--- src/tws_pkg.sv ---
// Shared constants and types for the two-wire slave block
package tws_pkg;
   // ----------------------------------------------------------------
   // Register word offsets (byte addresses)
   // ----------------------------------------------------------------
   localparam logic [1:0] REG_DATA = 2'h0; // Byte address 0x00
   localparam logic [1:0] REG_STATUS = 2'h1; // Byte address 0x04
   localparam logic [1:0] REG_ADDR = 2'h2; // Byte address 0x08
   localparam logic [1:0] REG_CTRL = 2'h3; // Byte address 0x0C
   // Control bit positions
   localparam int CB_FLAG = 7;
   localparam int CB_ACK = 6;
   localparam int CB_STA = 5;
   localparam int CB_STO = 4;
   localparam int CB_WC = 3;
   localparam int CB_EN = 2;
   localparam int CB_IE = 0;
   // Reset values
   localparam logic [7:0] RST_ADDR = 8'h00;
   localparam logic [7:0] RST_DATA = 8'hFF;
   // Status codes
   localparam logic [7:0] ST_NONE = 8'hF8;
   localparam logic [7:0] ST_RX_OWN = 8'h60;
   localparam logic [7:0] ST_RX_OWN_ARB = 8'h68;
   localparam logic [7:0] ST_RX_GC = 8'h70;
   localparam logic [7:0] ST_RX_GC_ARB = 8'h78;
   localparam logic [7:0] ST_RX_ACK = 8'h80;
   localparam logic [7:0] ST_RX_NACK = 8'h88;
   localparam logic [7:0] ST_GC_ACK = 8'h90;
   localparam logic [7:0] ST_GC_NACK = 8'h98;
   localparam logic [7:0] ST_STOP = 8'hA0;
   localparam logic [7:0] ST_TX_OWN = 8'hA8;
   localparam logic [7:0] ST_TX_ARB = 8'hB0;
   localparam logic [7:0] ST_TX_ACK = 8'hB8;
   localparam logic [7:0] ST_TX_NACK = 8'hC0;
   localparam logic [7:0] ST_TX_LAST = 8'hC8;
   // Bits in one byte on the wire
   localparam logic [3:0] BYTE_BITS = 4'h8;
   // Slave sequencer states
   typedef enum logic [2:0] {
      S_IDLE, S_ADDR, S_ADDR_ACK, S_RX, S_RX_ACK, S_TX, S_TX_ACK, S_DONE
   } tws_state_t;
endpackage : tws_pkg

--- src/tws_line_if.sv ---
// Conditioned two-wire line levels and events between sampler and slave
`timescale 1ns/10ps
`default_nettype none
interface tws_line_if;
   logic scl; // Synchronised clock line level
   logic sda; // Synchronised data line level
   logic scl_rise; // One-cycle pulse on clock rising edge
   logic scl_fall; // One-cycle pulse on clock falling edge
   logic start; // START or repeated START seen
   logic stop; // STOP seen
   modport src (output scl, sda, scl_rise, scl_fall, start, stop);
   modport dst (input scl, sda, scl_rise, scl_fall, start, stop);
endinterface : tws_line_if
`default_nettype wire

--- src/tws_line_sampler.sv ---
// Pin synchroniser and edge / condition detector for the two-wire bus
`timescale 1ns/10ps
`default_nettype none
module tws_line_sampler (
   // Clock and reset
   input wire logic core_clk,
   input wire logic rst_b,
   // Raw pins
   input wire logic scl_in,
   input wire logic sda_in,
   // Conditioned line
   tws_line_if.src line
);
   // ----------------------------------------------------------------
   // State
   // ----------------------------------------------------------------
   typedef struct packed {
      logic [1:0] scl_s; // Two-flop synchroniser, bit 1 is the safe one
      logic [1:0] sda_s;
      logic scl_p; // Previous safe levels
      logic sda_p;
   } tws_samp_t;
   tws_samp_t st, next_st;
   // Next state: shift pins in, remember last safe level
   always_comb begin
      next_st = st;
      next_st.scl_s = {st.scl_s[0], scl_in};
      next_st.sda_s = {st.sda_s[0], sda_in};
      next_st.scl_p = st.scl_s[1];
      next_st.sda_p = st.sda_s[1];
   end
   // Registers, idle bus reads high
   always_ff @(posedge core_clk or negedge rst_b) begin
      if (!rst_b) begin
         st <= '1;
      end else begin
         st <= next_st;
      end
   end
   // Events only from synchronised levels
   assign line.scl = st.scl_s[1];
   assign line.sda = st.sda_s[1];
   assign line.scl_rise = st.scl_s[1] & ~st.scl_p;
   assign line.scl_fall = ~st.scl_s[1] & st.scl_p;
   assign line.start = st.scl_s[1] & st.scl_p & st.sda_p & ~st.sda_s[1];
   assign line.stop = st.scl_s[1] & st.scl_p & ~st.sda_p & st.sda_s[1];
endmodule : tws_line_sampler
`default_nettype wire

--- src/tws_slave.sv ---
// Two-wire slave receiver/transmitter with AHB-Lite register port
// Notes on behaviour
// - General-call byte acked gives 0x90, next ack follows ack_enable
// - General-call byte nacked gives 0x98, then unaddressed
// - STOP or repeated START while addressed gives 0xA0
// - start_request on leaving issues START when bus free
// - Unaddressed: ack_enable gates own and general-call match
// - Address bits 7:1 own address, bit 0 general call
// - Direction bit one selects transmit, else receive
// - After address, flag set with valid status
// - Arbitration lost then own read gives 0xB0
// - ack_enable cleared sends last byte, then 0xC0/0xC8
// - After last byte ignore clocks, data line released
// - ack_enable zero hides address, bus still watched
// - Deep sleep still matches address and requests wake
// - Clock held low after wake until flag cleared
// - Data register need not hold byte after wake
// - Own read acked gives 0xA8, then send data register
// - Transmitted byte acked gives 0xB8, then send next
//
// Added by the designer: the AHB-Lite interface to the registers and the placing of the registers.
`timescale 1ns/10ps
`default_nettype none
module tws_slave (
   // Clock and reset
   input wire logic core_clk,
   input wire logic rst_b,
   // AHB-Lite slave
   input wire logic hsel,
   input wire logic [31:0] haddr,
   input wire logic [1:0] htrans,
   input wire logic hwrite,
   input wire logic [2:0] hsize,
   input wire logic [31:0] hwdata,
   input wire logic hready,
   output logic [31:0] hrdata,
   output logic hreadyout,
   output logic hresp,
   // Two-wire pins, enable high pulls the line low
   input wire logic scl_in,
   output logic scl_oe,
   input wire logic sda_in,
   output logic sda_oe,
   // Neighbouring master logic and power control
   input wire logic arb_lost,
   input wire logic deep_sleep,
   output logic start_issue,
   output logic wake_req
);
   import tws_pkg::*;

   // ----------------------------------------------------------------
   // Line conditioning
   // ----------------------------------------------------------------
   tws_line_if line ();
   tws_line_sampler u_samp (
      .core_clk(core_clk),
      .rst_b(rst_b),
      .scl_in(scl_in),
      .sda_in(sda_in),
      .line(line)
   );

   // ----------------------------------------------------------------
   // State
   // ----------------------------------------------------------------
   typedef struct packed {
      tws_state_t state; // Sequencer state
      logic [3:0] cnt; // Bit counter
      logic [7:0] shift; // Shift register
      logic [7:0] data; // Data register
      logic [7:0] addr; // Address register
      logic [7:0] code; // Status code
      logic [1:0] presc; // Prescaler bits of status
      logic flag; // Completion flag
      logic ack_en; // ack_enable
      logic sta; // start_request
      logic sto; // stop_request
      logic wc; // write_collision
      logic en; // interface_enable
      logic ie; // irq_enable
      logic gc; // Addressed by general call
      logic rd; // Direction bit of address
      logic arb; // Arbitration lost at address time
      logic last; // Current byte is the last one
      logic mack; // Master ack sampled
      logic busy; // Bus between START and STOP
      logic start_pend; // START queued
      logic start_issue; // START request pulse
      logic scl_oe; // Clock stretch
      logic sda_oe; // Data line pulled low
      logic wake; // Wake request
      logic a_sel; // AHB data phase pending
      logic a_wr; // Pending phase is a write
      logic a_ok; // Pending address is mapped
      logic [1:0] a_idx; // Pending register index
      logic [31:0] hrdata; // Read data
   } tws_st_t;

   tws_st_t st, next_st;
   logic a_phase; // Address phase accepted
   logic [7:0] rd_mux; // Register read value
   logic clr_flag; // Software writes one to the flag
   logic own_hit; // Own address match
   logic gc_hit; // General call match
   logic addressed; // In an addressed transfer

   // Address phase and read mux
   always_comb begin
      a_phase = hsel & htrans[1] & hready;
      case (haddr[3:2])
         REG_DATA: rd_mux = st.data;
         REG_STATUS: rd_mux = {st.code[7:3], 1'b0, st.presc};
         REG_ADDR: rd_mux = st.addr;
         REG_CTRL: rd_mux = {st.flag, st.ack_en, st.sta, st.sto, st.wc, st.en, 1'b0, st.ie};
         default: rd_mux = 8'h00;
      endcase
      if (haddr[31:4] != 28'h000_0000) begin
         rd_mux = 8'h00;
      end
   end

   // Address matching against the shifted byte
   always_comb begin
      own_hit = st.ack_en & (st.shift[7:1] == st.addr[7:1]);
      gc_hit = st.ack_en & st.addr[0] & (st.shift == 8'h00);
      addressed = (st.state == S_RX) | (st.state == S_RX_ACK) |
         (st.state == S_TX) | (st.state == S_TX_ACK);
      clr_flag = st.a_sel & st.a_wr & st.a_ok & (st.a_idx == REG_CTRL) & hwdata[CB_FLAG];
   end

   // ----------------------------------------------------------------
   // Next state
   // ----------------------------------------------------------------
   always_comb begin
      next_st = st;
      next_st.start_issue = 1'b0;
      // AHB address phase, read data captured now
      next_st.a_sel = a_phase;
      if (a_phase) begin
         next_st.a_wr = hwrite;
         next_st.a_idx = haddr[3:2];
         next_st.a_ok = (haddr[31:4] == 28'h000_0000);
         if (!hwrite) begin
            next_st.hrdata = {24'h00_0000, rd_mux};
         end
      end
      // AHB data phase writes
      if (st.a_sel && st.a_wr && st.a_ok) begin
         case (st.a_idx)
            REG_DATA: begin
               // Writing data while the flag is low is a collision
               if (st.flag) begin
                  next_st.data = hwdata[7:0];
               end else begin
                  next_st.wc = 1'b1;
               end
            end
            REG_STATUS: next_st.presc = hwdata[1:0];
            REG_ADDR: next_st.addr = hwdata[7:0];
            REG_CTRL: begin
               next_st.ack_en = hwdata[CB_ACK];
               next_st.sta = hwdata[CB_STA];
               next_st.sto = hwdata[CB_STO];
               next_st.en = hwdata[CB_EN];
               next_st.ie = hwdata[CB_IE];
               if (hwdata[CB_FLAG]) begin
                  next_st.flag = 1'b0;
                  next_st.code = ST_NONE;
                  next_st.wake = 1'b0;
                  next_st.wc = 1'b0;
                  // Leaving to not-addressed mode may queue a START
                  if ((st.state == S_DONE || st.state == S_IDLE) && hwdata[CB_STA]) begin
                     next_st.start_pend = 1'b1;
                  end
                  if (st.state == S_DONE) begin
                     next_st.state = S_IDLE;
                  end
                  // Transmit: load byte and drive its first bit
                  if (st.state == S_TX && st.cnt == 4'h0) begin
                     next_st.shift = st.data;
                     next_st.last = ~hwdata[CB_ACK];
                     next_st.sda_oe = ~st.data[7];
                  end
               end
            end
            default: next_st.en = st.en;
         endcase
      end
      // Queued START goes out once the bus is free
      if (st.start_pend && !st.busy) begin
         next_st.start_pend = 1'b0;
         next_st.start_issue = 1'b1;
         next_st.sta = 1'b0;
      end
      // Line events, these win over a same-cycle flag clear
      if (line.start) begin
         next_st.busy = 1'b1;
         if (addressed) begin
            next_st.flag = 1'b1;
            next_st.code = ST_STOP;
         end
         next_st.state = S_ADDR;
         next_st.cnt = 4'h0;
         next_st.sda_oe = 1'b0;
      end else if (line.stop) begin
         next_st.busy = 1'b0;
         if (addressed) begin
            next_st.flag = 1'b1;
            next_st.code = ST_STOP;
         end
         next_st.state = S_IDLE;
         next_st.sda_oe = 1'b0;
      end else if (line.scl_rise) begin
         case (st.state)
            // Receive side samples data on the rising edge
            S_ADDR, S_RX: begin
               next_st.shift = {st.shift[6:0], line.sda};
               next_st.cnt = st.cnt + 4'h1;
            end
            S_TX: next_st.cnt = st.cnt + 4'h1;
            S_TX_ACK: next_st.mack = ~line.sda;
            default: next_st.cnt = st.cnt;
         endcase
      end else if (line.scl_fall) begin
         case (st.state)
            S_ADDR: begin
               if (st.cnt == BYTE_BITS) begin
                  if (own_hit || gc_hit) begin
                     next_st.gc = gc_hit & ~own_hit;
                     next_st.rd = st.shift[0] & ~(gc_hit & ~own_hit);
                     next_st.arb = arb_lost;
                     next_st.wake = deep_sleep;
                     next_st.sda_oe = 1'b1;
                     next_st.state = S_ADDR_ACK;
                  end else begin
                     next_st.state = S_IDLE;
                  end
               end
            end
            S_ADDR_ACK: begin
               next_st.sda_oe = 1'b0;
               next_st.flag = 1'b1;
               next_st.cnt = 4'h0;
               if (st.rd) begin
                  next_st.state = S_TX;
                  next_st.code = st.arb ? ST_TX_ARB : ST_TX_OWN;
               end else begin
                  next_st.state = S_RX;
                  if (st.gc) begin
                     next_st.code = st.arb ? ST_RX_GC_ARB : ST_RX_GC;
                  end else begin
                     next_st.code = st.arb ? ST_RX_OWN_ARB : ST_RX_OWN;
                  end
               end
            end
            S_RX: begin
               if (st.cnt == BYTE_BITS) begin
                  // byte kept here, a wake does not refresh it
                  next_st.data = st.shift;
                  next_st.sda_oe = st.ack_en;
                  next_st.last = ~st.ack_en;
                  next_st.state = S_RX_ACK;
               end
            end
            S_RX_ACK: begin
               next_st.sda_oe = 1'b0;
               next_st.flag = 1'b1;
               next_st.cnt = 4'h0;
               if (st.gc) begin
                  next_st.code = st.last ? ST_GC_NACK : ST_GC_ACK;
               end else begin
                  next_st.code = st.last ? ST_RX_NACK : ST_RX_ACK;
               end
               next_st.state = st.last ? S_DONE : S_RX;
            end
            S_TX: begin
               if (st.cnt == BYTE_BITS) begin
                  next_st.sda_oe = 1'b0;
                  next_st.state = S_TX_ACK;
               end else if (st.cnt != 4'h0) begin
                  next_st.shift = {st.shift[6:0], 1'b1};
                  next_st.sda_oe = ~st.shift[6];
               end
            end
            S_TX_ACK: begin
               next_st.flag = 1'b1;
               next_st.cnt = 4'h0;
               if (!st.mack) begin
                  next_st.code = ST_TX_NACK;
                  next_st.state = S_DONE;
               end else if (st.last) begin
                  next_st.code = ST_TX_LAST;
                  next_st.state = S_DONE;
               end else begin
                  next_st.code = ST_TX_ACK;
                  next_st.state = S_TX;
               end
            end
            default: next_st.sda_oe = 1'b0;
         endcase
      end
      // Disabled unit leaves the bus alone
      if (!st.en) begin
         next_st.state = S_IDLE;
         next_st.sda_oe = 1'b0;
      end
      // Hold clock low in S_RX or S_TX while the flag waits for software
      next_st.scl_oe = next_st.flag & st.en &
         ((next_st.state == S_RX) | (next_st.state == S_TX)) &
         (st.scl_oe | ~line.scl);
   end

   // Registers
   always_ff @(posedge core_clk or negedge rst_b) begin
      if (!rst_b) begin
         st <= '0;
         st.state <= S_IDLE;
         st.code <= ST_NONE;
         st.addr <= RST_ADDR;
         st.data <= RST_DATA;
      end else begin
         st <= next_st;
      end
   end

   // ----------------------------------------------------------------
   // Outputs
   // ----------------------------------------------------------------
   assign hrdata = st.hrdata;
   assign hreadyout = 1'b1; // Zero-wait slave
   assign hresp = 1'b0;
   assign scl_oe = st.scl_oe;
   assign sda_oe = st.sda_oe;
   assign start_issue = st.start_issue;
   assign wake_req = st.wake;

   // ----------------------------------------------------------------
   // Checks
   // ----------------------------------------------------------------
   a_gc_ack_code: assert property (@(posedge core_clk) disable iff (!rst_b)
      (st.state == S_RX_ACK && st.gc && line.scl_fall && !line.start && !line.stop && st.en)
      |=> (st.code == (st.last ? ST_GC_NACK : ST_GC_ACK)) && st.flag)
      else $error("general call data status wrong");
   a_nack_done: assert property (@(posedge core_clk) disable iff (!rst_b)
      (st.state == S_DONE && clr_flag && !line.start && !line.stop && st.en)
      |=> st.state == S_IDLE)
      else $error("not-addressed mode not entered on clear");
   a_stop_code: assert property (@(posedge core_clk) disable iff (!rst_b)
      (addressed && line.stop) |=> st.flag && st.code == ST_STOP && st.state == S_IDLE)
      else $error("stop while addressed not reported");
   a_start_free: assert property (@(posedge core_clk) disable iff (!rst_b)
      st.start_issue |-> $past(st.start_pend) && !$past(st.busy))
      else $error("start issued while bus busy");
   a_ack_gate: assert property (@(posedge core_clk) disable iff (!rst_b)
      ($rose(st.sda_oe) && st.state == S_ADDR_ACK) |-> $past(st.ack_en))
      else $error("address acked with ack disabled");
   a_gc_enable: assert property (@(posedge core_clk) disable iff (!rst_b)
      (st.state == S_ADDR_ACK && st.gc) |-> st.addr[0] && st.shift == 8'h00)
      else $error("general call accepted while disabled");
   a_dir_mode: assert property (@(posedge core_clk) disable iff (!rst_b)
      (st.state == S_ADDR_ACK && line.scl_fall && !line.start && !line.stop && st.en)
      |=> st.state == (st.rd ? S_TX : S_RX))
      else $error("direction bit selects wrong mode");
   a_arb_code: assert property (@(posedge core_clk) disable iff (!rst_b)
      ($rose(st.flag) && st.code == ST_TX_ARB) |-> st.arb && st.rd)
      else $error("0xB0 without lost arbitration");
   a_last_code: assert property (@(posedge core_clk) disable iff (!rst_b)
      ($rose(st.flag) && st.code == ST_TX_LAST) |-> $past(st.last) && st.state == S_DONE)
      else $error("0xC8 without last byte");
   a_done_release: assert property (@(posedge core_clk) disable iff (!rst_b)
      (st.state == S_DONE) |-> !st.sda_oe && !st.scl_oe)
      else $error("line driven after last byte");
   a_wake_flag: assert property (@(posedge core_clk) disable iff (!rst_b)
      ($rose(st.wake)) |-> st.state == S_ADDR_ACK ##1 st.wake [*1])
      else $error("wake request without address match");
   a_stretch_hold: assert property (@(posedge core_clk) disable iff (!rst_b)
      (st.scl_oe && st.flag && !clr_flag && !line.start && !line.stop) |=> st.scl_oe)
      else $error("clock stretch dropped before clear");
endmodule : tws_slave
`default_nettype wire

--- config.mk ---
export PLATFORM = sky130hd
export DESIGN_NAME = tws_slave
export DESIGN_NICKNAME = d
export VERILOG_FILES = /design/src/tws_pkg.sv /design/src/tws_line_if.sv /design/src/tws_line_sampler.sv /design/src/tws_slave.sv
export SDC_FILE = /design/constraint.sdc
export NUM_CORES = 1
export LEC_CHECK = 0
export BUFFER_PORTS_ARGS = -buffer_cell sky130_fd_sc_hd__buf_2
export CAP_MARGIN = 20
export CELL_PAD_IN_SITES_DETAIL_PLACEMENT = 2
export CELL_PAD_IN_SITES_GLOBAL_PLACEMENT = 2
export CORE_MARGIN = 2
export CORE_UTILIZATION = 35
export CTS_CLUSTER_SIZE = 20
export DETAILED_ROUTE_END_ITERATION = 6
export MAX_ROUTING_LAYER = met4
export PLACE_DENSITY_LB_ADDON = 0.05
export SYNTH_ARGS = -nofsm -noshare
export SYNTH_HDL_FRONTEND = slang
export SYNTH_SLANG_ARGS = --single-unit
--- constraint.sdc ---
create_clock -name core_clk -period 3.1 [get_ports core_clk]
set_input_delay 0.62 -clock core_clk [delete_from_list [all_inputs] [get_ports core_clk]]
set_output_delay 0.62 -clock core_clk [all_outputs]
set_load 0.005 [all_outputs]
# Word level (Yosys, flattened, before mapping)

Cells that the tools add are included.

Register bits: 78
Input port bits: 78
Output and inout port bits: 38
Logic and storage cells: 237

$add $sub $neg: 1
Equality and inequality tests: 21
Mux-type cells: 108
Bitwise logic cells: 36
Reduce and logical (&&, ||, !) cells: 37

Operator list:

| operator             | count |
|---|---|
| $mux W8              | 22 |
| $mux W41             | 1 |
| $mux W3              | 13 |
| $mux W1              | 36 |
| $pmux W8 S4          | 1 |
| $logic_not A28 Y1    | 1 |
| $mux W2              | 14 |
| $mux W4              | 7 |
| $reduce_bool A28 Y1  | 1 |
| $pmux W8 S3          | 1 |
| $mux W23             | 1 |
| $mux W7              | 3 |
| $mux W20             | 1 |
| $pmux W3 S6          | 1 |
| $and A1 B1 Y1        | 17 |
| $mux W16             | 1 |
| $reduce_and A4 Y1    | 4 |
| $eq A3 B3 Y1 const B | 5 |
| $mux W5              | 3 |
| $not A1 Y1           | 14 |
| $mux W12             | 1 |
| $reduce_bool A2 Y1   | 6 |
| $reduce_and A2 Y1    | 5 |
| $eq A3 B2 Y1 const B | 3 |
| other kinds (23)     | 41 |

# Depth between registers and ports, before layout

Gate-level depths: netlist of the first run.

Depth after elaboration: 18
Gate-level depth with buffers: 10
Mapped depth without buffers: 8

# Hierarchy

From an unflattened synthesis of the first run, not the netlist that was laid out.

Cells, all modules: 424
Area total of the unflattened synthesis: 4302.9 um^2

By module, submodules not included:

| module           | instances | cells an instance | area each (um^2) | seq. area each (um^2) |
|---|---|---|---|---|
| tws_slave        | 1         | 414               | 4112.7           | 1742.9 |
| tws_line_sampler | 1         | 10                | 190.2            | 157.7 |

# Worst setup path after synthesis of the first run

Ideal clock, no wire load.

Kind: flip-flop to flip-flop
Start point: register st[89] in the netlist's numbering
End point: register st, in the netlist sda_oe
Setup time: 0.096 ns
Arrival time: 2.015 ns
Data required time: 3.004 ns
Slack: 0.989 ns
Stages on the path, launching flop included: 9
Path buffers: 0
Clock period less this slack: 2.111 ns
Cell sequence: dfrtp_1 -> inv_1 -> ha_1 -> nor4bb_1 -> and4_4 -> mux2i_2 -> a31oi_1 -> or3b_1 -> a311oi_2

RTL lines:

| element                | RTL line         | RTL |
|---|---|---|
| start, declared        | tws_slave.sv:100 | `tws_st_t st, next_st;` |
| start signal, assigned | tws_slave.sv:323 | `st <= next_st;` |

==> metrics.md, run 1 <==
| Metric | Value |
|---|---|
| Outcome | finished, final reports clean |
| Final count of pins violating max slew | 0 |
| Via count | 3415 |
| Fmax achieved | between 300 and 400 MHz |
| Wire per inst | 20.1 um |
| Sink Count | 75 |
| Share of the synthesized area in the top cell type | 0.324 |
| Initial Utilization | 0.360 |
| Yosys Warn Count | 0 |
| Cts hold-fix bufs | 0 |
| Core area | 12000 sq um |
| DRT Wirelength | 12.9 mm |
| Slew margin rel. | 0.349 |
| # diodes | 0 |
| LEAKAGE | 0.00213 uW |
| Total global routing overflow | 0 |
| Num ports | between 100 and 150 |
| Synthesized area | 4320 sq um |
| Max_cap viols | 0 |
| Latest clock arrival within the worst-skew pair | 0.34 ns |
| Post-CTS resize count | 0 |
| Critical-path cell list | inv_1, ha_1, nor4bb_1, and4_4, mux2i_2, a31oi_1, or3b_1, a311oi_2 |
| DIE HEIGHT | roughly 120 um |
| Area leader, netlist | dfrtp_1 |
| Cells after Synth | 441 |
| CTS Buf Count | 9 |
| Design Power | 2740 uW |
| Final setup viols | 0 |
| RSZ-0062 raised after global routing | no |
| Clock power frac | 0.430 |
| Required @ worst endpoint | approximately 3.3 ns |
| Final clock skew | 0.00526 ns |
| IO buf count | 59 |
| Crit. End Element | register |
| CTS H-Tree Depth | 3 |
| CP peak stage delay | between 0.4 and 0.5 ns |
| Buf/Inv on CP | 1 |
| Most common cell after layout, fill and taps aside | buf_2 |
| Top Family by Delay on Critical Path | simple AND/OR/NAND/NOR gates |
| DRC | 0 |
| Nets | 573 |
| Clk root buf | clkbuf_16 |
| Startpoint Class | register |
| Post-synthesis sequential area ratio | 0.440 |
| Hold Path Class | reg -> reg |
| Most frequent cells in the layout | 58 x buf_2, 56 x dfrtp_1, 55 x nand2_1, 38 x o21ai_0, 26 x conb_1 |
| Library cells used by synthesis | 66 |
| Synthesized flop and latch total | 75 |
| DIE AREA | 13300 sq um |
| Final hold slack | 0.357 ns |
| CTS max path bufs | 2 |
| Fin Setup TNS | 0 ns |
| Fin. Hold Viols | 0 |
| Fill cells | 1318 |
| Initial antenna violation count | 0 |
| GPL Wtd Cong | 0.804 |
| Final clock period utilization by the worst path | 0.846 |
| DRT iter0 DRCs | ~150 |
| Critical path's slowest cell | and4_4 |
| Slew @ Worst Pin | 0.976 ns |
| Ys flop type | dfrtp_1 |
| Vias in the first global route | about 3700 |
| Post-route insts no fill | 642 |
| Clock transition at the registers of the reported paths | around 0.060 ns |
| P_sw | between 700 and 800 uW |
| Synthesis-to-finish area growth | 14.6% |
| Power per cell area | 553 nW/um^2 |
| Synthesized area per cell | 9.80 sq um |
| First drt pass iteration count | 4 |
| Comb pwr share | 0.126 |
| Seq pwr share | 0.444 |
| Cell total after placement | 626 |
| Post-synth ARST share | 1.00 |
| Global-route wire length before repair | ~21 mm |
| Worst EP arrival | 2.87 ns |
| # rows | 40 |
| Count of flip-flops with a built-in enable after synthesis | 0 |
| Int Pwr | 2000 uW |
| Peak supply drop | approximately 0.00026 V |
| Net Sw Frac | 0.270 |
| Post-route ant nets | 0 |
| Postcts setup bufs | 0 |
| Worst-path fanout max | 12 |
| Minimum clock period | 2.62 ns |
| Die Span X | 115 um |
| Dpl hpwl | 9.50 mm |
| CTS tree | yes |
| Gr usage total | 0.214 |
| Share of layout cells above drive strength 1 | 0.281 |
| Via density | approximately 5.3 |
| Area contributors post-synth | dfrtp_1 32%, dfstp_2 12%, buf_4 5.9% |
| Crit path kind | reg -> reg |
| Largest net degree at the start of global routing | 76 |
## power groups by stage
| stage | clock network (uW) | registers [uW] | logic [uW] |
|---|---|---|---|
| after floorplan | 0 | 1170 | 257 |
| after global placement | 0 | 1230 | 334 |
| after detailed placement | 0 | 1240 | 345 |
| after CTS | 1210 | 1220 | 349 |
| after global routing | 1240 | 1230 | 389 |
| final | 1180 | 1220 | 344 |
## state kept, by name (all words and copies together), names as in the netlist
register         count
u_samp.next_st       2
wake_req             1
start_issue          1
hrdata               8
st                  57
u_samp.st            2
u_samp.line.scl      1
sda_oe               1
u_samp.line.sda      1
scl_oe               1
## synth_stat cells (4+ instances only)
master and n:
nor3_1 10, buf_4 34, mux4_2 6, a21oi_1 9
o31ai_1 5, nand4_1 4, buf_2 6, xnor2_1 9
dfrtp_1 56, nand3_1 10, nor2b_1 6, mux2i_1 19
nand2b_1 5, o21ai_0 38, ha_1 5, nor4_1 9
a31oi_1 4, nor2_1 22, inv_1 18, nand2_1 55
dfstp_2 19, clkbuf_1 11, mux2_2 20
## metrics by stage
| stage | util | setup slack, ns | cell area [sq um] |
|---|---|---|---|
| after global routing | 0.413 | 0.348 | 4960 |
| after detailed placement | 0.385 | 0.514 | 4630 |
| final | 0.413 | 0.476 | 4960 |
| after floorplan | - | 0.989 | 4410 |
| after global placement | 0.385 | 0.596 | 4630 |
| after CTS | 0.413 | 0.497 | 4960 |
## final timing paths
check,slack [ns],start,depth (start not counted),end
max in group asynchronous,2.02,rst_b,1,st[45]$_DFFE_PN0P_
setup reg to reg,0.48,st[89]$_DFFE_PN0P_,8,sda_oe$_DFF_PN0_
setup / recovery,0.48,st[89]$_DFFE_PN0P_,8,sda_oe$_DFF_PN0_
hold / removal,0.36,u_samp.next_st[5]$_DFF_PN1_,0,u_samp.line.scl$_DFF_PN1_
hold reg to reg,0.36,u_samp.next_st[5]$_DFF_PN1_,0,u_samp.line.scl$_DFF_PN1_
min in group asynchronous,0.42,rst_b,1,st[87]$_DFF_PN0_
## cell type report
type	count	area (sq um)	share of cell area
timing repair buffer	69	373	0.0752
multi-input combinational	317	2100	0.424
inverter	18	67.6	0.0136
clock buffer	12	256	0.0518
clock inverter	4	72.6	0.0146
sequential	75	1900	0.383
tap	147	184	0.0371
## metal layers
metal,GRT usage,up-vias,wire [um],part of all wire
met2,0.368,34,6880,0.53
li1,-,1596,-,-
met4,0.0715,0,195,0.015
met3,0.0285,14,212,0.016
met1,0.258,1771,5590,0.43
met5,-,-,0,0
## cells by family after synthesis
family / count (synthesis) / synth area share
other: 2 / 0.00174
flip-flops: 75 / 0.440
multiplexers: 46 / 0.131
adder cells (fa/ha/maj): 5 / 0.0145
XOR/XNOR: 10 / 0.0203
buffers and inverters: 73 / 0.0964
AO/OA/AOI/OAI: 86 / 0.129
AND/OR/NAND/NOR: 144 / 0.168
Note: power is estimated with default switching activity, not from simulation.
==> run 2: changes to the inputs <==
--- a/config.mk
+++ b/config.mk
@@ -10,7 +10,7 @@
 export CELL_PAD_IN_SITES_DETAIL_PLACEMENT = 2
 export CELL_PAD_IN_SITES_GLOBAL_PLACEMENT = 2
 export CORE_MARGIN = 2
-export CORE_UTILIZATION = 35
+export CORE_UTILIZATION = 29
 export CTS_CLUSTER_SIZE = 20
 export DETAILED_ROUTE_END_ITERATION = 6
 export MAX_ROUTING_LAYER = met4
==> constraint.sdc (replaced) <==
create_clock -name core_clk -period 2.4 [get_ports core_clk]
set_input_delay 0.48 -clock core_clk [delete_from_list [all_inputs] [get_ports core_clk]]
set_output_delay 0.48 -clock core_clk [all_outputs]
set_load 0.005 [all_outputs]
==> metrics.md, run 2 (synthesis results as in run 1) <==
| Metric | Value |
|---|---|
| Gr usage total | 0.188 |
| Final count of pins violating max slew | 0 |
| Fill cells | 1617 |
| IO buf count | 59 |
| Design area | between 5000 and 6000 sq um |
| Power per cell area | 656 nW/um^2 |
| Startpoint Class | register |
| Top reg by flops | st |
| Final hold slack | 0.0701 ns |
| Worst EP arrival | 2.51 ns |
| Share of layout cells above drive strength 1 | 0.300 |
| First drt pass iteration count | 4 |
| Initial antenna violation count | 0 |
| Final critical-path setup slack | 0.142 ns |
| Hold Path Class | in -> async |
| Area after DPL | 4750 sq um |
| Clock transition at the registers of the reported paths | 0.06 ns |
| CTS Buf Count | 9 |
| Final clock period utilization by the worst path | 0.941 |
| Num ports | 116 |
| Required @ worst endpoint | 2.66 ns |
| Post-route ant nets | 0 |
| Outcome | finished, final reports clean |
| Synthesis-to-finish area growth | 16.7% |
| Crit. End Element | register |
| Fmax achieved | 443 MHz |
| Minimum clock period | 2.26 ns |
| Most frequent cells in the layout | 58 x buf_2, 56 x dfrtp_1, 55 x nand2_1, 38 x o21ai_0, 26 x conb_1 |
| # rows | 44 |
| CTS H-Tree Depth | 3 |
| Final clock skew | ~0.0076 ns |
| Dpl ws | approximately 0.092 ns |
| # diodes | 0 |
| Via density | 5.03 |
| Die Span X | 126 um |
| Final setup viols | 0 |
| DIE HEIGHT | 126 um |
| Cts hold-fix bufs | 0 |
| Via count | between 3000 and 4000 |
| Nets | between 500 and 600 |
| Vias in the first global route | 3821 |
| DIE AREA | 15900 sq um |
| Dpl hpwl | between 10 and 15 mm |
| Total global routing overflow | 0 |
| Design Power | 3310 uW |
| Wire per inst | 20.0 um |
| Worst-path fanout max | 3 |
| Fin. Hold Viols | 0 |
| Post-CTS resize count | 0 |
| Global-route wire length before repair | approximately 22 mm |
| Core area | 14500 sq um |
| CTS max path bufs | 2 |
| LEAKAGE | 0.00216 uW |
| GPL Wtd Cong | 0.773 |
| Sink Count | between 70 and 80 |
| Initial Utilization | 0.297 |
| Crit path kind | reg -> reg |
| Max_cap viols | 0 |
| DRT iter0 DRCs | 119 |
| Max reg flops | between 50 and 60 |
| Postcts setup bufs | 0 |
| Most common cell after layout, fill and taps aside | buf_2 |
| Clk root buf | clkbuf_16 |
| Peak supply drop | between 0.0003 and 0.0004 V |
| CTS tree | yes |
| DRT Wirelength | 13.8 mm |
| DRC | 0 |
| Latest clock arrival within the worst-skew pair | 0.34 ns |
| Largest net degree at the start of global routing | 48 |
## run 2: area by class of cell
class / instances / area [sq um] / area share
multi-input combinational: 317 / 2120 / 0.421
tap: 184 / 230 / 0.0456
inverter: 18 / 67.6 / 0.0134
sequential: 75 / 1900 / 0.377
clock buffer: 10 / 229 / 0.0454
clock inverter: 6 / 41.3 / 0.00818
timing repair buffer: 78 / 453 / 0.0898
## run 2: power breakdown
group          internal, uW  switching, uW
clock network           703            573
logic                   221            243
registers              1410            162
## run 2: worst max-delay path: stages (launching register included)
cell and delay (ns):
dfrtp_1 0.39, inv_1 0.10, ha_2 0.19, nor4bb_2 0.28, and4_4 0.29, mux2i_4 0.24, a31oi_1 0.10, or3b_1 0.39
a311oi_2 0.19
## run 2: path summary, 6_finish.rpt
check | from | cells past startpoint | slack [ns] | to
max | st[89]$_DFFE_PN0P_ | 8 | 0.14 | sda_oe$_DFF_PN0_
min | rst_b | 1 | 0.07 | st[82]$_DFF_PN0_
max reg2reg | st[89]$_DFFE_PN0P_ | 8 | 0.14 | sda_oe$_DFF_PN0_
min reg2reg | u_samp.next_st[3]$_DFF_PN1_ | 0 | 0.35 | u_samp.line.sda$_DFF_PN1_
max in group asynchronous | rst_b | 2 | 1.66 | u_samp.line.sda$_DFF_PN1_
min in group core_clk | sda_in | 1 | 0.23 | u_samp.next_st[3]$_DFF_PN1_
## run 2: through the flow
step | instances | utilization | setup TNS [ns]
floorplan | 465 | - | 0
global placement | 672 | 0.327 | 0
detailed placement | 672 | 0.327 | 0
CTS | 688 | 0.346 | 0
global route | 688 | 0.347 | -0.00791
finish | 688 | 0.347 | 0
## run 2: metal layers
metal / track usage / vias up / share of wire
li1: - / 1621 / -
met1: 0.230 / 1790 / 0.44
met2: 0.324 / 38 / 0.53
met3: 0.0340 / 11 / 0.021
met4: 0.0465 / 0 / 0.011
met5: - / - / 0
==> run 3: changes to the inputs <==
--- a/config.mk
+++ b/config.mk
@@ -10,7 +10,7 @@
 export CELL_PAD_IN_SITES_DETAIL_PLACEMENT = 2
 export CELL_PAD_IN_SITES_GLOBAL_PLACEMENT = 2
 export CORE_MARGIN = 2
-export CORE_UTILIZATION = 29
+export CORE_UTILIZATION = 32
 export CTS_CLUSTER_SIZE = 20
 export DETAILED_ROUTE_END_ITERATION = 6
 export MAX_ROUTING_LAYER = met4
==> constraint.sdc (replaced) <==
create_clock -name core_clk -period 2.45 [get_ports core_clk]
set_input_delay 0.49 -clock core_clk [delete_from_list [all_inputs] [get_ports core_clk]]
set_output_delay 0.49 -clock core_clk [all_outputs]
set_load 0.005 [all_outputs]
==> metrics.md, run 3 (synthesis results as in run 1) <==
| Metric | Value |
|---|---|
| DRT iter0 DRCs | 164 |
| Outcome | finished, final reports clean |
| CP peak stage delay | 0.41 ns |
| CTS tree | yes |
| Hold Path Class | in -> async |
| Die Span X | 120 um |
| Vias in the first global route | slightly below 4000 |
| Worst-path fanout max | 3 |
| Core area | 13200 sq um |
| Buf/Inv on CP | 1 |
| Sink Count | 75 |
| Cts hold-fix bufs | 0 |
| GPL Wtd Cong | 0.796 |
| Power per cell area | around 660 nW/um^2 |
| DRT Wirelength | ~14 mm |
| Most common cell after layout, fill and taps aside | buf_2 |
| Share of layout cells above drive strength 1 | 0.308 |
| Slew @ Worst Pin | roughly 0.53 ns |
| Top Family by Delay on Critical Path | simple AND/OR/NAND/NOR gates |
| Latest clock arrival within the worst-skew pair | 0.35 ns |
| LEAKAGE | 0.00220 uW |
| Most frequent cells in the layout | 58 x buf_2, 56 x dfrtp_1, 55 x nand2_1, 38 x o21ai_0, 26 x conb_1 |
| Synthesis-to-finish area growth | 18.5% |
| Startpoint Class | register |
| # rows | 42 |
| Dpl ws | 0.118 ns |
| Crit path kind | reg -> reg |
| Required @ worst endpoint | 2.70 ns |
| Final clock period utilization by the worst path | 0.943 |
| Wire per inst | approximately 20 um |
| Worst EP arrival | 2.56 ns |
| Top reg by flops | st |
| Total global routing overflow | 0 |
| Final count of pins violating max slew | 0 |
| Initial antenna violation count | 1 |
| IO buf count | 59 |
| CTS Buf Count | 9 |
| Max_cap viols | 0 |
| CTS max path bufs | 2 |
| Via density | 5.12 |
| Global-route wire length before repair | about 22 mm |
| DRC | 0 |
| Critical-path cell list | inv_2, ha_2, nor4bb_4, and4_4, mux2i_4, a31oi_1, or3b_1, a311oi_2 |
| Final critical-path setup slack | 0.140 ns |
| CTS H-Tree Depth | 3 |
| Clock transition at the registers of the reported paths | around 0.060 ns |
| Max reg flops | 57 |
| Num ports | 116 |
| Nets | roughly 590 |
| Design Power | 3390 uW |
| Critical path's slowest cell | dfrtp_1 |
| Fill cells | 1472 |
| # diodes | 0 |
| DIE HEIGHT | 120 um |
| Reg2Reg Setup Slack | 0.14 ns |
| Dpl hpwl | 10.4 mm |
| Minimum clock period | 2.31 ns |
| Post-route ant nets | 0 |
| Via count | 3507 |
| Fmax achieved | 433 MHz |
| Slew margin rel. | 0.644 |
| Final clock skew | 0.00758 ns |
| Largest net degree at the start of global routing | 39 |
| Fin. Hold Viols | 0 |
| Crit. End Element | register |
| Initial Utilization | 0.326 |
| Gr usage total | 0.209 |
| Peak supply drop | 0.000252 V |
| First drt pass iteration count | 4 |
| Clk root buf | clkbuf_16 |
| DIE AREA | 14500 sq um |
| Final setup viols | 0 |
[run 3: layer usage]
metal	GRT usage	share of wire	up-vias
met5	-	0	-
met4	0.0712	0.019	0
li1	-	-	1629
met3	0.0297	0.025	17
met2	0.355	0.52	52
met1	0.256	0.43	1809
[run 3: timing repair]
item	4_1_cts	5_1_grt
gates cloned	0	0
endpoints found under the setup margin	1	1
hold endpoints to repair	0	0
buffers inserted	0	2
pin swaps	0	1
gates resized for setup	1	4
[run 3: power breakdown]
group / total [uW] / internal, uW / switching [uW]
logic: 474 / 228 / 246
registers: 1540 / 1380 / 161
clock network: 1370 / 816 / 556
[run 3: area by class of cell]
cell class | instances | area (sq um) | share of cell area
multi-input cells | 317 | 2130 | 0.415
inverters | 18 | 67.6 | 0.0132
well taps | 176 | 220 | 0.0430
flip-flops and latches | 75 | 1900 | 0.371
clock inverters | 6 | 63.8 | 0.0125
clock buffers | 10 | 239 | 0.0467
repair buffers | 83 | 503 | 0.0982
[run 3: final timing paths]
check,to,depth (start not counted),start
max,sda_oe$_DFF_PN0_,8,st[89]$_DFFE_PN0P_
min,st[83]$_DFF_PN0_,1,rst_b
max reg2reg,sda_oe$_DFF_PN0_,8,st[89]$_DFFE_PN0P_
min reg2reg,u_samp.line.sda$_DFF_PN1_,0,u_samp.next_st[3]$_DFF_PN1_
max in group asynchronous,st[47]$_DFFE_PN0P_,2,rst_b
min in group core_clk,u_samp.next_st[3]$_DFF_PN1_,1,sda_in
[run 3: through the flow]
stage               std cells  hold slack [ns]  cell area [sq um]  TNS [ns]  utilization
CTS                       683            0.137               5090         0        0.384
finish                    685            0.116               5120         0        0.387
global route              685            0.148               5120  -0.00633        0.387
floorplan                 465            0.194               4410         0            -
detailed placement        667            0.348               4780         0        0.361
global placement          667            0.348               4780         0        0.361
